===== src/hdl/fbm_regs.vh =====
// register offsets, field positions, reset values and codes of the fieldbus slave bit mapper
`ifndef FBM_REGS_VH
`define FBM_REGS_VH
`define FBM_OFF_MODE 12'h000
`define FBM_OFF_PRESET 12'h004
`define FBM_OFF_ADDR 12'h008
`define FBM_OFF_CMD 12'h00C
`define FBM_OFF_STAT 12'h010
`define FBM_OFF_SER_TX 12'h014
`define FBM_OFF_SER_RX 12'h018
`define FBM_MODE_SINGLE 2'h0
`define FBM_MODE_DUAL 2'h2
`define FBM_RST_MODE 2'h0
`define FBM_PRESET_30 8'h1E
`define FBM_PRESET_31 8'h1F
`define FBM_PRESET_32 8'h20
`define FBM_PRESET_34 8'h22
`define FBM_RST_PRESET 8'h1E
`define FBM_RST_ADDR 6'h00
`define FBM_ADDR_A_MAX 6'h1F
`define FBM_ADDR_BAD 6'h20
`define FBM_ADDR0_LSB 0
`define FBM_ADDR1_LSB 8
`define FBM_STAT_RXDONE 0
`define FBM_STAT_S1ACT 1
`define FBM_STAT_S2VIS 2
`define FBM_STAT_LOCAL_LSB 4
`define FBM_SER_BITS 6'h20
`endif

===== src/hdl/fbm_bit_mapper.v =====
// fieldbus slave bit mapper: addressing, command decode, response build and apb registers
//
// Decided for this implementation: the register addresses and register access over APB.
`timescale 1ns/10ps
`default_nettype none
`include "fbm_regs.vh"

// Operation
// - both slave addresses reset to 0; a slave at 0 answers no cyclic frame
// - mode 0 selects single-address, 2 dual-address; 0 after reset
// - preset 30 or 32 forces single mode, preset 31 or 34 forces dual mode
// - mode and address writes act on the next frame, no commit needed
// - single mode automatic assignment to the slave at 0 is stored in the setting
// - dual mode hides slave 2 until slave 1 has a valid address; only slave2_visible stays low, slave 2 still answers at its address
// - single mode uses address element 1, A-type, range 0 to 31
// - dual mode: element 0 slave 1, element 1 slave 2; 33..63 are B addresses
// - single mode carries four process bits each way plus diagnostic parameter
// - preset 30 output bits 0..3 form the fixed-speed selector
// - presets 30, 31 return enable, pulses, local inputs 0 and 1
// - diagnostic request returns pending fault or alarm code on parameter response
// - preset 32 bits 0..2: run clockwise, run counter-clockwise, analog setpoint
// - preset 32 bit 3 rising edge acknowledges faults, level grants enable
// - preset 32 returns ready, control priority, local inputs 0 and 1
// - preset 32 parameter write loads speed scaling code and answers diagnostics
// - dual mode carries eight process bits across two slaves plus diagnostics
// - preset 31 slave 2 bits 0..2 form a three-bit fixed-speed selector
// - dual mode output bit 3 selects slave A or B, never a command
// - slave 1 runs a 32-bit serial parameter channel on output bits 0, 1 and response bits 2, 3
// - preset 31 slave 1 bit 2 is quick-stop override; returns local inputs 2, 3
// - preset 34 slave 2 takes drive commands; slave 1 quick stop and serial data
module fbm_bit_mapper (
  input wire pclk,
  input wire presetn,

  // register bus
  input wire psel,
  input wire penable,
  input wire pwrite,
  input wire [11:0] paddr,
  input wire [31:0] pwdata,
  output reg [31:0] prdata,
  output wire pready,
  output reg pslverr,

  // frames from the bus layer
  input wire fb_req,
  input wire [5:0] fb_addr,
  input wire [3:0] fb_do,
  input wire fb_prm_req,
  input wire [3:0] fb_prm,
  input wire fb_assign,
  input wire [5:0] fb_assign_addr,

  // answers to the bus layer
  output reg fb_rsp_valid,
  output reg [3:0] fb_rsp_di,
  output reg fb_prm_rsp_valid,
  output reg [3:0] fb_prm_rsp,

  // local pins and drive status
  input wire [3:0] local_in,
  input wire drv_op_enable,
  input wire drv_pulses_en,
  input wire drv_ready_on,
  input wire drv_ctrl_prio,
  input wire [3:0] drv_alarm_code,
  input wire [3:0] drv_fault_code,

  // drive commands
  output reg [3:0] fixed_speed_sel,
  output reg run_cw,
  output reg run_ccw,
  output reg setpoint_ai,
  output reg op_enable_grant,
  output reg fault_ack,
  output reg run_on,
  output reg coast_stop,
  output reg quick_stop_ovr,
  output reg [3:0] scaling_code,

  // addressing status
  output wire slave1_active,
  output wire slave2_visible
);

  reg [3:0] loc_meta_q;
  reg [3:0] loc_q;
  reg [1:0] mode_q;
  reg [7:0] preset_q;
  reg [5:0] addr0_q;
  reg [5:0] addr1_q;
  reg [31:0] ser_tx_q;
  reg [31:0] ser_rx_q;
  reg [31:0] rx_sh_q;
  reg [31:0] tx_sh_q;
  reg [5:0] ser_cnt_q;
  reg ser_mclk_q;
  reg rx_done_q;
  reg ack_lvl_q;

  wire dual;
  wire hit_s;
  wire hit1;
  wire hit2;
  wire wr;
  wire setup;
  wire mclk_rise;
  wire [5:0] wa0;
  wire [5:0] wa1;

  assign pready = 1'b1;
  assign wr = psel & penable & pwrite;
  assign setup = psel & ~penable;
  assign dual = (mode_q == `FBM_MODE_DUAL);
  assign wa0 = pwdata[`FBM_ADDR0_LSB+5:`FBM_ADDR0_LSB];
  assign wa1 = pwdata[`FBM_ADDR1_LSB+5:`FBM_ADDR1_LSB];

  // a slave at address 0 takes no part in cyclic exchange
  assign hit_s = fb_req & ~dual & (addr1_q != 6'h00) & (fb_addr == addr1_q);
  assign hit1 = fb_req & dual & (addr0_q != 6'h00) & (fb_addr == addr0_q);
  assign hit2 = fb_req & dual & (addr1_q != 6'h00) & (fb_addr == addr1_q);
  assign slave1_active = dual ? (addr0_q != 6'h00) : (addr1_q != 6'h00);
  // second slave stays hidden while the first still sits at 0
  assign slave2_visible = dual & (addr0_q != 6'h00);
  assign mclk_rise = hit1 & fb_do[0] & ~ser_mclk_q;

  // local input pins cross into pclk through two flip-flops
  always @(posedge pclk or negedge presetn) begin
    if (!presetn) begin
      loc_meta_q <= 4'h0;
    end else begin
      loc_meta_q <= local_in;
    end
  end

  // only this second stage reads the first flip-flop
  always @(posedge pclk or negedge presetn) begin
    if (!presetn) begin
      loc_q <= 4'h0;
    end else begin
      loc_q <= loc_meta_q;
    end
  end

  // mode, preset and serial transmit word settings
  always @(posedge pclk or negedge presetn) begin
    if (!presetn) begin
      mode_q <= `FBM_RST_MODE;
      preset_q <= `FBM_RST_PRESET;
      ser_tx_q <= 32'h0000_0000;
    end else begin
      // mode writes other than single or dual are ignored
      if (wr && paddr == `FBM_OFF_MODE) begin
        if (pwdata[1:0] == `FBM_MODE_SINGLE || pwdata[1:0] == `FBM_MODE_DUAL) begin
          mode_q <= pwdata[1:0];
        end
      end else if (wr && paddr == `FBM_OFF_PRESET) begin
        preset_q <= pwdata[7:0];
        if (pwdata[7:0] == `FBM_PRESET_30 || pwdata[7:0] == `FBM_PRESET_32) begin
          mode_q <= `FBM_MODE_SINGLE;
        end else if (pwdata[7:0] == `FBM_PRESET_31 || pwdata[7:0] == `FBM_PRESET_34) begin
          mode_q <= `FBM_MODE_DUAL;
        end
      end else if (wr && paddr == `FBM_OFF_SER_TX) begin
        ser_tx_q <= pwdata;
      end
    end
  end

  // slave address settings, from software or from the master's assignment
  always @(posedge pclk or negedge presetn) begin
    if (!presetn) begin
      addr0_q <= `FBM_RST_ADDR;
      addr1_q <= `FBM_RST_ADDR;
    end else begin
      // a master assignment wins over a software write in the same cycle
      if (fb_assign) begin
        if (!dual) begin
          if (addr1_q == 6'h00 && fb_assign_addr <= `FBM_ADDR_A_MAX) begin
            addr1_q <= fb_assign_addr;
          end
        end else if (addr0_q == 6'h00) begin
          if (fb_assign_addr != `FBM_ADDR_BAD) begin
            addr0_q <= fb_assign_addr;
          end
        end else if (addr1_q == 6'h00) begin
          if (fb_assign_addr != `FBM_ADDR_BAD) begin
            addr1_q <= fb_assign_addr;
          end
        end
      end else if (wr && paddr == `FBM_OFF_ADDR) begin
        if (!dual) begin
          if (wa1 <= `FBM_ADDR_A_MAX) begin
            addr1_q <= wa1;
          end
        end else begin
          if (wa0 != `FBM_ADDR_BAD) begin
            addr0_q <= wa0;
          end
          if (wa1 != `FBM_ADDR_BAD) begin
            addr1_q <= wa1;
          end
        end
      end
    end
  end

  // output bits of addressed frames become drive commands
  always @(posedge pclk or negedge presetn) begin
    if (!presetn) begin
      fixed_speed_sel <= 4'h0;
      run_cw <= 1'b0;
      run_ccw <= 1'b0;
      setpoint_ai <= 1'b0;
      op_enable_grant <= 1'b0;
      fault_ack <= 1'b0;
      run_on <= 1'b0;
      coast_stop <= 1'b0;
      quick_stop_ovr <= 1'b0;
      ack_lvl_q <= 1'b0;
    end else begin
      fault_ack <= 1'b0;
      if (hit_s && preset_q == `FBM_PRESET_30) begin
        fixed_speed_sel <= fb_do;
      end else if (hit_s && preset_q == `FBM_PRESET_32) begin
        run_cw <= fb_do[0];
        run_ccw <= fb_do[1];
        setpoint_ai <= fb_do[2];
        op_enable_grant <= fb_do[3];
        fault_ack <= fb_do[3] & ~ack_lvl_q;
        ack_lvl_q <= fb_do[3];
      end
      // bit 3 of either dual slave is the A/B select and is never decoded
      if (hit2 && preset_q == `FBM_PRESET_31) begin
        fixed_speed_sel <= {1'b0, fb_do[2:0]};
      end else if (hit2 && preset_q == `FBM_PRESET_34) begin
        run_on <= fb_do[0];
        coast_stop <= fb_do[1];
        fault_ack <= fb_do[2] & ~ack_lvl_q;
        ack_lvl_q <= fb_do[2];
      end
      if (hit1 && (preset_q == `FBM_PRESET_31 || preset_q == `FBM_PRESET_34)) begin
        quick_stop_ovr <= fb_do[2];
      end
    end
  end

  // last transfer clock level seen on slave 1
  always @(posedge pclk or negedge presetn) begin
    if (!presetn) begin
      ser_mclk_q <= 1'b0;
    end else if (hit1) begin
      ser_mclk_q <= fb_do[0];
    end
  end

  // bit-serial parameter channel on slave 1, msb first, 32 bits a word
  always @(posedge pclk or negedge presetn) begin
    if (!presetn) begin
      rx_sh_q <= 32'h0000_0000;
      tx_sh_q <= 32'h0000_0000;
      ser_cnt_q <= 6'h00;
      ser_rx_q <= 32'h0000_0000;
      rx_done_q <= 1'b0;
    end else begin
      // a finished word in the same cycle wins over the clear
      if (wr && paddr == `FBM_OFF_STAT && pwdata[`FBM_STAT_RXDONE]) begin
        rx_done_q <= 1'b0;
      end
      if (mclk_rise) begin
        rx_sh_q <= {rx_sh_q[30:0], fb_do[1]};
        if (ser_cnt_q == `FBM_SER_BITS - 6'h01) begin
          ser_cnt_q <= 6'h00;
          ser_rx_q <= {rx_sh_q[30:0], fb_do[1]};
          rx_done_q <= 1'b1;
          tx_sh_q <= ser_tx_q;
        end else begin
          ser_cnt_q <= ser_cnt_q + 6'h01;
          if (ser_cnt_q == 6'h00) begin
            tx_sh_q <= {ser_tx_q[30:0], 1'b0};
          end else begin
            tx_sh_q <= {tx_sh_q[30:0], 1'b0};
          end
        end
      end
    end
  end

  // answer strobes, one cycle after the frame
  always @(posedge pclk or negedge presetn) begin
    if (!presetn) begin
      fb_rsp_valid <= 1'b0;
      fb_prm_rsp_valid <= 1'b0;
    end else begin
      fb_rsp_valid <= hit_s | hit1 | hit2;
      fb_prm_rsp_valid <= fb_prm_req & (hit_s | hit1 | hit2);
    end
  end

  // response bits of the addressed slave
  always @(posedge pclk or negedge presetn) begin
    if (!presetn) begin
      fb_rsp_di <= 4'h0;
    end else begin
      if (hit_s && preset_q == `FBM_PRESET_32) begin
        fb_rsp_di <= {loc_q[1], loc_q[0], drv_ctrl_prio, drv_ready_on};
      end else if (hit_s || hit2) begin
        fb_rsp_di <= {loc_q[1], loc_q[0], drv_pulses_en, drv_op_enable};
      end else if (hit1) begin
        fb_rsp_di <= {ser_mclk_q, tx_sh_q[31], loc_q[3], loc_q[2]};
      end
    end
  end

  // diagnostic answer and speed scaling
  always @(posedge pclk or negedge presetn) begin
    if (!presetn) begin
      fb_prm_rsp <= 4'h0;
      scaling_code <= 4'h0;
    end else begin
      if (fb_prm_req && (hit_s || hit1 || hit2)) begin
        // parameter bit 0 chooses fault codes over alarm codes
        fb_prm_rsp <= fb_prm[0] ? drv_fault_code : drv_alarm_code;
        if (hit_s && preset_q == `FBM_PRESET_32) begin
          scaling_code <= fb_prm;
        end
      end
    end
  end

  // apb read mux; data is taken at setup and held through the access phase
  always @(posedge pclk or negedge presetn) begin
    if (!presetn) begin
      prdata <= 32'h0000_0000;
    end else if (setup) begin
      if (paddr == `FBM_OFF_MODE) begin
        prdata <= {30'h0, mode_q};
      end else if (paddr == `FBM_OFF_PRESET) begin
        prdata <= {24'h0, preset_q};
      end else if (paddr == `FBM_OFF_ADDR) begin
        prdata <= {18'h0, addr1_q, 2'h0, addr0_q};
      end else if (paddr == `FBM_OFF_CMD) begin
        prdata <= {13'h0000, scaling_code, quick_stop_ovr, coast_stop, run_on, op_enable_grant,
                   setpoint_ai, run_ccw, run_cw, fixed_speed_sel, 4'h0};
      end else if (paddr == `FBM_OFF_STAT) begin
        prdata <= {24'h0, loc_q, 1'b0, slave2_visible, slave1_active, rx_done_q};
      end else if (paddr == `FBM_OFF_SER_TX) begin
        prdata <= ser_tx_q;
      end else if (paddr == `FBM_OFF_SER_RX) begin
        prdata <= ser_rx_q;
      end else begin
        prdata <= 32'h0000_0000;
      end
    end
  end

  // error answer for unmapped offsets, held through the access phase
  always @(posedge pclk or negedge presetn) begin
    if (!presetn) begin
      pslverr <= 1'b0;
    end else if (setup) begin
      if (paddr == `FBM_OFF_MODE || paddr == `FBM_OFF_PRESET || paddr == `FBM_OFF_ADDR ||
          paddr == `FBM_OFF_CMD || paddr == `FBM_OFF_STAT || paddr == `FBM_OFF_SER_TX ||
          paddr == `FBM_OFF_SER_RX) begin
        pslverr <= 1'b0;
      end else begin
        pslverr <= 1'b1;
      end
    end
  end

endmodule
`default_nettype wire


===== config.mk =====
export PLATFORM = sky130hd
export DESIGN_NAME = fbm_bit_mapper
export DESIGN_NICKNAME = d
export VERILOG_FILES = /design/src/hdl/fbm_bit_mapper.v
export VERILOG_INCLUDE_DIRS = /design/src /design/src/hdl
export SDC_FILE = /design/constraint.sdc
export NUM_CORES = 1
export LEC_CHECK = 0
export BUFFER_PORTS_ARGS = -buffer_cell sky130_fd_sc_hd__buf_2
export CELL_PAD_IN_SITES_DETAIL_PLACEMENT = 1
export CELL_PAD_IN_SITES_GLOBAL_PLACEMENT = 1
export CORE_MARGIN = 5
export CORE_UTILIZATION = 35
export CTS_CLUSTER_DIAMETER = 150
export DETAILED_ROUTE_END_ITERATION = 8
export GPL_TIMING_DRIVEN = 0
export PLACE_DENSITY_LB_ADDON = 0.1
export SYNTH_ARGS = -nofsm -noshare
export SYNTH_HDL_FRONTEND = slang
export SYNTH_SLANG_ARGS = --single-unit

===== constraint.sdc =====
create_clock -name pclk -period 2.4 [get_ports pclk]
set_clock_uncertainty 0.2 [all_clocks]
set_input_delay 0.12 -clock pclk [delete_from_list [all_inputs] [get_ports pclk]]
set_output_delay 0.12 -clock pclk [all_outputs]
set_load 0.01 [all_outputs]

## Word-level counts from Yosys, hierarchy flattened

Cells that the tools add are included.

| cells by class | value |
|---|---|
| $add $sub $neg | 1 |
| equal/unequal tests | 30 |
| muxes and demuxes | 50 |
| multiply operators | 0 |
| magnitude comparators | 2 |
| divide/modulo/power cells | 0 |
| bitwise gates (word level) | 27 |
| shifts and indexed selects | 0 |
| reduce and logical (&&, ||, !) cells | 49 |

Operators by type and width:

| operator | number |
|---|---|
| 32-bit two-way mux | 9 |
| 6-bit two-way mux | 17 |
| 12-bit by 5-bit equality test with 1-bit output (second input constant) | 3 |
| 8-bit by 5-bit equality test with 1-bit output (second input constant) | 4 |
| 8-bit by 6-bit equality test with 1-bit output (second input constant) | 4 |
| 12-bit by 4-bit equality test with 1-bit output (second input constant) | 2 |
| 4-bit two-way mux | 6 |
| 6-bit logical NOT | 3 |
| 6-bit != test (second input constant) | 3 |
| 1-bit bitwise AND | 17 |
| 1-bit logical AND | 13 |
| 1-bit logical OR | 13 |
| 1-bit two-way mux | 13 |
| 12-bit by 3-bit equality test with 1-bit output (second input constant) | 1 |
| 6-bit equality test | 2 |
| 6-bit by 5-bit less-or-equal comparator with 1-bit output (second input constant) | 2 |
| 12-bit logical NOT | 1 |
| 6-bit nonzero test | 2 |
| 2-bit two-way mux | 5 |
| 2-bit AND reduction | 5 |
| 3-bit by 2-bit != test with 1-bit output (second input constant) | 3 |
| 3-bit nonzero test | 3 |
| 1-bit inverter | 8 |
| 2-bit nonzero test | 4 |
| 11 further kinds | 16 |

| storage, ports and cells | value |
|---|---|
| input port bits | 88 |
| logic and storage cells | 189 |
| bits in writable memories | 0 |
| ROM bits | 0 |
| output and inout bits | 62 |
| latch bits | 0 |
| register bits after elaboration | 225 |
| memories kept | 0 |

## Logic depth before layout (Yosys ltp)

| depth | value |
|---|---|
| depth after elaboration | 10 |
| mapped depth | 8 |
| mapped depth without buffers | 6 |

## Least setup slack after synthesis

Ideal clock, no wire load.

| path | value |
|---|---|
| kind | flip-flop to flip-flop |
| start | register mode_q[0] |
| end | register fb_prm_rsp[0] |
| buffers on the path | 0 |
| library setup time | 0.125 ns |
| path slack | 0.123 ns |
| period minus slack after synthesis | 2.277 ns |
| cell stages (with the launch flop) | 6 |
| required time | 2.075 ns |
| arrival time | 1.952 ns |
| path through | dfrtp_1 nand2b_1 a31oi_1 nand3_1 a21boi_2 mux2_2 |

| on the way | value |
|---|---|
| cells in the longest elaborated chain, start to end | 8 |
| elaborated cells between the ends (all ways) | 13 |
| classes of those cells | 1 x eq/ne; 9 x bitwise; 3 x reduce/logical |

RTL lines:

| item | RTL line | text |
|---|---|---|
| start, declared | fbm_bit_mapper.v:88 | `reg [1:0] mode_q;` |
| start signal, assigned | fbm_bit_mapper.v:148 | `` mode_q <= `FBM_RST_MODE; `` |
| start signal, assigned | fbm_bit_mapper.v:155 | `mode_q <= pwdata[1:0];` |
| start signal, assigned | fbm_bit_mapper.v:160 | `` mode_q <= `FBM_MODE_SINGLE; `` |
| 2-bit equality test (no source line) * | n/a |  |
| 1-bit inverter | fbm_bit_mapper.v:119 | `assign hit_s = fb_req & ~dual & (addr1_q != 6'h00) & (fb_addr == addr1_q);` |
| 1-bit bitwise AND (3 in a row) | fbm_bit_mapper.v:119 |  |
| 1-bit logical OR | fbm_bit_mapper.v:321 | `if (fb_prm_req && (hit_s \|\| hit1 \|\| hit2)) begin` |
| 1-bit logical OR * | fbm_bit_mapper.v:321 |  |
| 1-bit logical AND * | fbm_bit_mapper.v:321 |  |
| end signal, assigned | fbm_bit_mapper.v:323 | `fb_prm_rsp <= fb_prm[0] ? drv_fault_code : drv_alarm_code;` |
| end, declared | fbm_bit_mapper.v:58 | `output reg [3:0] fb_prm_rsp,` |

Every way passes the cells marked *; elsewhere a longest branch is shown, timed or not.
A chain may end at the register's enable or synchronous reset.

## Worst setup path in the final report

| path | value |
|---|---|
| start | register addr1_q[2] |
| end | register setpoint_ai |

| on the way | value |
|---|---|
| cells in the longest elaborated chain, start to end | 6 |
| elaborated cells between the ends (all ways) | 8 |
| classes of those cells | 1 x eq/ne; 3 x bitwise; 4 x reduce/logical |

RTL lines:

| item | RTL line | text |
|---|---|---|
| start, declared | fbm_bit_mapper.v:91 | `reg [5:0] addr1_q;` |
| start signal, assigned | fbm_bit_mapper.v:174 | `` addr1_q <= `FBM_RST_ADDR; `` |
| start signal, assigned | fbm_bit_mapper.v:180 | `addr1_q <= fb_assign_addr;` |
| start signal, assigned | fbm_bit_mapper.v:188 | `addr1_q <= fb_assign_addr;` |
| 6-bit nonzero test | fbm_bit_mapper.v:119 |  |
| 1-bit bitwise AND | fbm_bit_mapper.v:119 |  |
| 1-bit bitwise AND * | fbm_bit_mapper.v:119 |  |
| 1-bit logical AND (no source line) | n/a |  |
| 1-bit inverter (no source line) | n/a |  |
| 2-bit AND reduction (no source line) * | n/a |  |
| end signal, assigned | fbm_bit_mapper.v:228 | `setpoint_ai <= fb_do[2];` |
| end, declared | fbm_bit_mapper.v:73 | `output reg setpoint_ai,` |

Marks and branches as above.

==> impl_metrics.py <==
metrics = {
    "floorplanning": {
        "rows": 64,
        "core-area_um2": 30500,
        "initial_core_util": 0.354,
        "boundaryPins": 150,
        "die-area_um2": 34400,
        "die_h_um": 186,
        "die_x_um": 186,
    },
    "setup_path": {
        "crit_arrival_ns": 2.65,
        "setup.worst_path.start_class": "flop",
        "cp_max_fo": 4,
        "end_kind": "flop",
        "required_ns": 2.61,
        "critPathKind": "reg2reg",
        "ff2ff_path_depth": 7,
    },
    "yosys": {
        "syn_area_um2": 10800,
        "dominantRegCellSynth": "dfrtp_1",
        "synth_top_area_frac": 0.512,
        "yosysWarnings": 0,
        "synth.mux.area_fraction": 0.157,
        "synthTopCellsByArea": "dfrtp_1, mux2_2, nand2_1, mux2i_1, o21ai_0",
        "postSynth.asyncResetShare": 1.00,
        "synthAdderAreaFrac": 0.00232,
        "synth_compound_area_frac": 0.129,
        "synth_common_cells": "dfrtp_1, nand2_1, mux2_2, nor2_1, mux2i_1",
        "synth_top_family_by_area": "multiplexers",
        "synth-xor-area-share": 0.0122,
        "yosysTopAreaCell": "dfrtp_1",
        "synth-edff-count": 0,
        "synth.most_common_cell": "dfrtp_1",
        "ys_seq_area_frac": 0.522,
        "synth-simple-area-share": 0.147,
        "synth_cells": 995,
        "ys_ff_latch": 225,
        "yosysUniqueCellTypes": 73,
        "syn-num-nets": 1085,
        "avgSynthCellArea_um2": 10.8,
    },
    "clock_network": {
        "cts.clk_slew.worst_paths_ns": 0.06,
        "cts_sinks": 225,
        "cts_root_buf": "clkbuf_16",
        "tritoncts.num_buffers": 27,
        "cts_tree": "yes",
        "clk_latency_ns": 0.53,
        "htreeDepth": 1,
        "cts.path.max_buffers": 3,
    },
    "grt": {
        "track_usage": 0.214,
        "grt-ovfl-total": 0,
        "grt_pass1_wl_mm": 57.3,
        "first_global_vias": 9565,
        "grtUsageMet2": 0.375,
        "antenna_found_initial": 0,
        "gr-usage-met1": 0.285,
        "grt_use_met3": 0.0262,
        "busiest_layer": "met2",
        "grt_start_max_net_pins": 114,
    },
    "routing": {
        "via_per_inst": 5.29,
        "drt-initial-drc-count": 347,
        "drtAntennaViolNets": 0,
        "route.detailed.drc": 0,
        "routedWlPerCell_um": 22.1,
        "routed_wl_mm": 37.3,
        "first_pass_iters": 5,
        "via_count": 8946,
    },
    "sta": {
        "rsz0062_at_grt": "true",
        "hold_viol_final": 6,
        "fin_ws_ns": -0.0312,
        "finalMaxSlewViolations": 0,
        "holdWs_ns": -0.0252,
        "period_needed_ns": 2.43,
        "fmaxAchievable_ghz": 0.411,
        "slew_headroom": 0.337,
        "worstMarginPinSlew_ns": 0.994,
        "fin_tns_setup_ns": -0.109,
        "period_share": 1.01,
        "finalSetupViolCount": 7,
    },
    "finish": {
        "antenna_cells": 0,
        "design_area_um2": 14200,
        "layout.nets": 1369,
        "fin_cells": 1690,
        "drive_gt1_frac": 0.315,
        "area_growth_pct": 31.2,
        "fillers": 3334,
    },
    "pwr": {
        "switchingPower_uw": 2280,
        "p_int_uw": 6720,
        "pwr-share-seq": 0.454,
        "leakagePower_uw": 0.00700,
        "irDropWorstVdd_v": 0.000419,
        "p_per_area_nw_per_um2": 635,
        "pwr-share-comb": 0.118,
        "clkPwrFrac": 0.428,
        "p_sw_frac": 0.253,
        "power.total_uw": 8990,
    },
    "run": {
        "maxCapViolCount": 0,
    },
    "placed_design": {
        "port_buffers": 144,
        "post-place-ws_ns": -0.568,
        "placed_cells": 1537,
        "dp_hpwl_mm": 26.3,
        "gp_congestion": 0.834,
        "placed_area_um2": 12100,
    },
    "run_status": {
        "violations": "negative hold slack, negative setup slack",
        "status": "finished, violations left",
    },
    "min_path": {
        "hold_class": "in2async",
    },
}
placed cells by master, fill, tap and decap left out, types with 5 or more instances in the layout:
cell type and instances:
and2_1 5, o31ai_1 6, nor3_1 7, clkbuf_16 27
nand3_1 13, buf_4 31, clkbuf_2 16, inv_1 10
clkbuf_1 20, xnor2_1 10, nor2_1 58, buf_2 153
clkbuf_8 7, dlygate4sd3_1 87, a21o_1 31, nand4_1 12
a21oi_1 25, mux2i_1 48, o21ai_1 5, dfrtp_1 219
and3_1 5, a211oi_1 29, nand2_1 160, mux2_2 101
a22oi_1 17, a31oi_1 7, o21ai_0 47, nor4b_1 6
buf_6 5
flip-flops by register name, indices dropped and copies added, names as in the netlist, 6 cells and up:
name,cells
ser_cnt_q,6
addr1_q,6
rx_sh_q,31
ser_rx_q,32
tx_sh_q,32
prdata,32
addr0_q,6
ser_tx_q,32
preset_q,8
metrics by stage:
stage / hold WS (ns) / util
2_1_floorplan: -0.376 / -
3_3_place_gp: 0.0297 / 0.394
3_5_place_dp: -0.277 / 0.396
4_1_cts: 0.00189 / 0.458
5_1_grt: 0.0202 / 0.464
6_report: -0.0252 / 0.464
cell type report:
class	instances	area (µm²)	share of cell area
clock inverters	6	40.0	0.00283
multi-input cells	699	4990	0.352
flip-flops and latches	225	5640	0.398
well taps	396	495	0.0350
inverters	10	37.5	0.00265
clock buffers	38	787	0.0556
plain buffers	60	333	0.0235
repair buffers	256	1840	0.130
cells by family (layout without fill, tap and decap cells):
| logic type | Yosys count | count (layout) |
|---|---|---|
| other | 1 | 1 |
| AND/OR/NAND/NOR | 319 | 319 |
| buffers and inverters | 71 | 370 |
| AO/OA/AOI/OAI | 206 | 206 |
| flip-flops | 225 | 225 |
| multiplexers | 156 | 156 |
| adder cells (fa/ha/maj) | 2 | 2 |
| XOR/XNOR | 15 | 15 |
layer usage:
| layer | vias up | routed length [µm] | share of wire |
|---|---|---|---|
| li1 | 4126 | - | - |
| met1 | 4565 | 16500 | 0.44 |
| met2 | 197 | 18500 | 0.50 |
| met3 | 58 | 1410 | 0.038 |
| met4 | 0 | 860 | 0.023 |
| met5 | - | 0 | 0 |
power by group through the flow:
stage | logic (µW) | clock network, µW | registers [µW]
final | 1060 | 3850 | 4080
after floorplan | 362 | 0 | 4120
after detailed placement | 794 | 0 | 4140
after CTS | 998 | 3950 | 4070
after global routing | 1150 | 4120 | 4090
after global placement | 771 | 0 | 4140
worst max-delay path, stage by stage (launching register included):
cell and delay (ns):
dfrtp_2 0.45, or4_4 0.56, nor3_4 0.22, buf_6 0.17, nor4_4 0.06, buf_4 0.15, nand2_1 0.14, mux2_2 0.36
path summary, 6_finish.rpt:
| path | endpoint | start | slack (ns) |
|---|---|---|---|
| worst max-delay path | setpoint_ai | addr1_q[2] | -0.03 |
| min in group pclk | prdata[9] | paddr[1] | 0.03 |
| worst min-delay path | addr1_q[4] | presetn | -0.03 |
| worst min register to register | loc_q[0] | loc_meta_q[0] | 0.15 |
| worst max register to register | setpoint_ai | addr1_q[2] | -0.03 |
| max in group asynchronous | ser_tx_q[21] | presetn | 1.03 |
repair_timing:
| item | in CTS | in global routing |
|---|---|---|
| setup buffers | 13 | 10 |
| resized for setup | 32 | 44 |
| pin swaps | 7 | 5 |
| endpoints found under the setup margin | 129 | 110 |
| hold buffers | 87 | 0 |
| endpoints found under the hold margin | 204 | 0 |
Note: power is estimated with default switching activity, not from simulation.
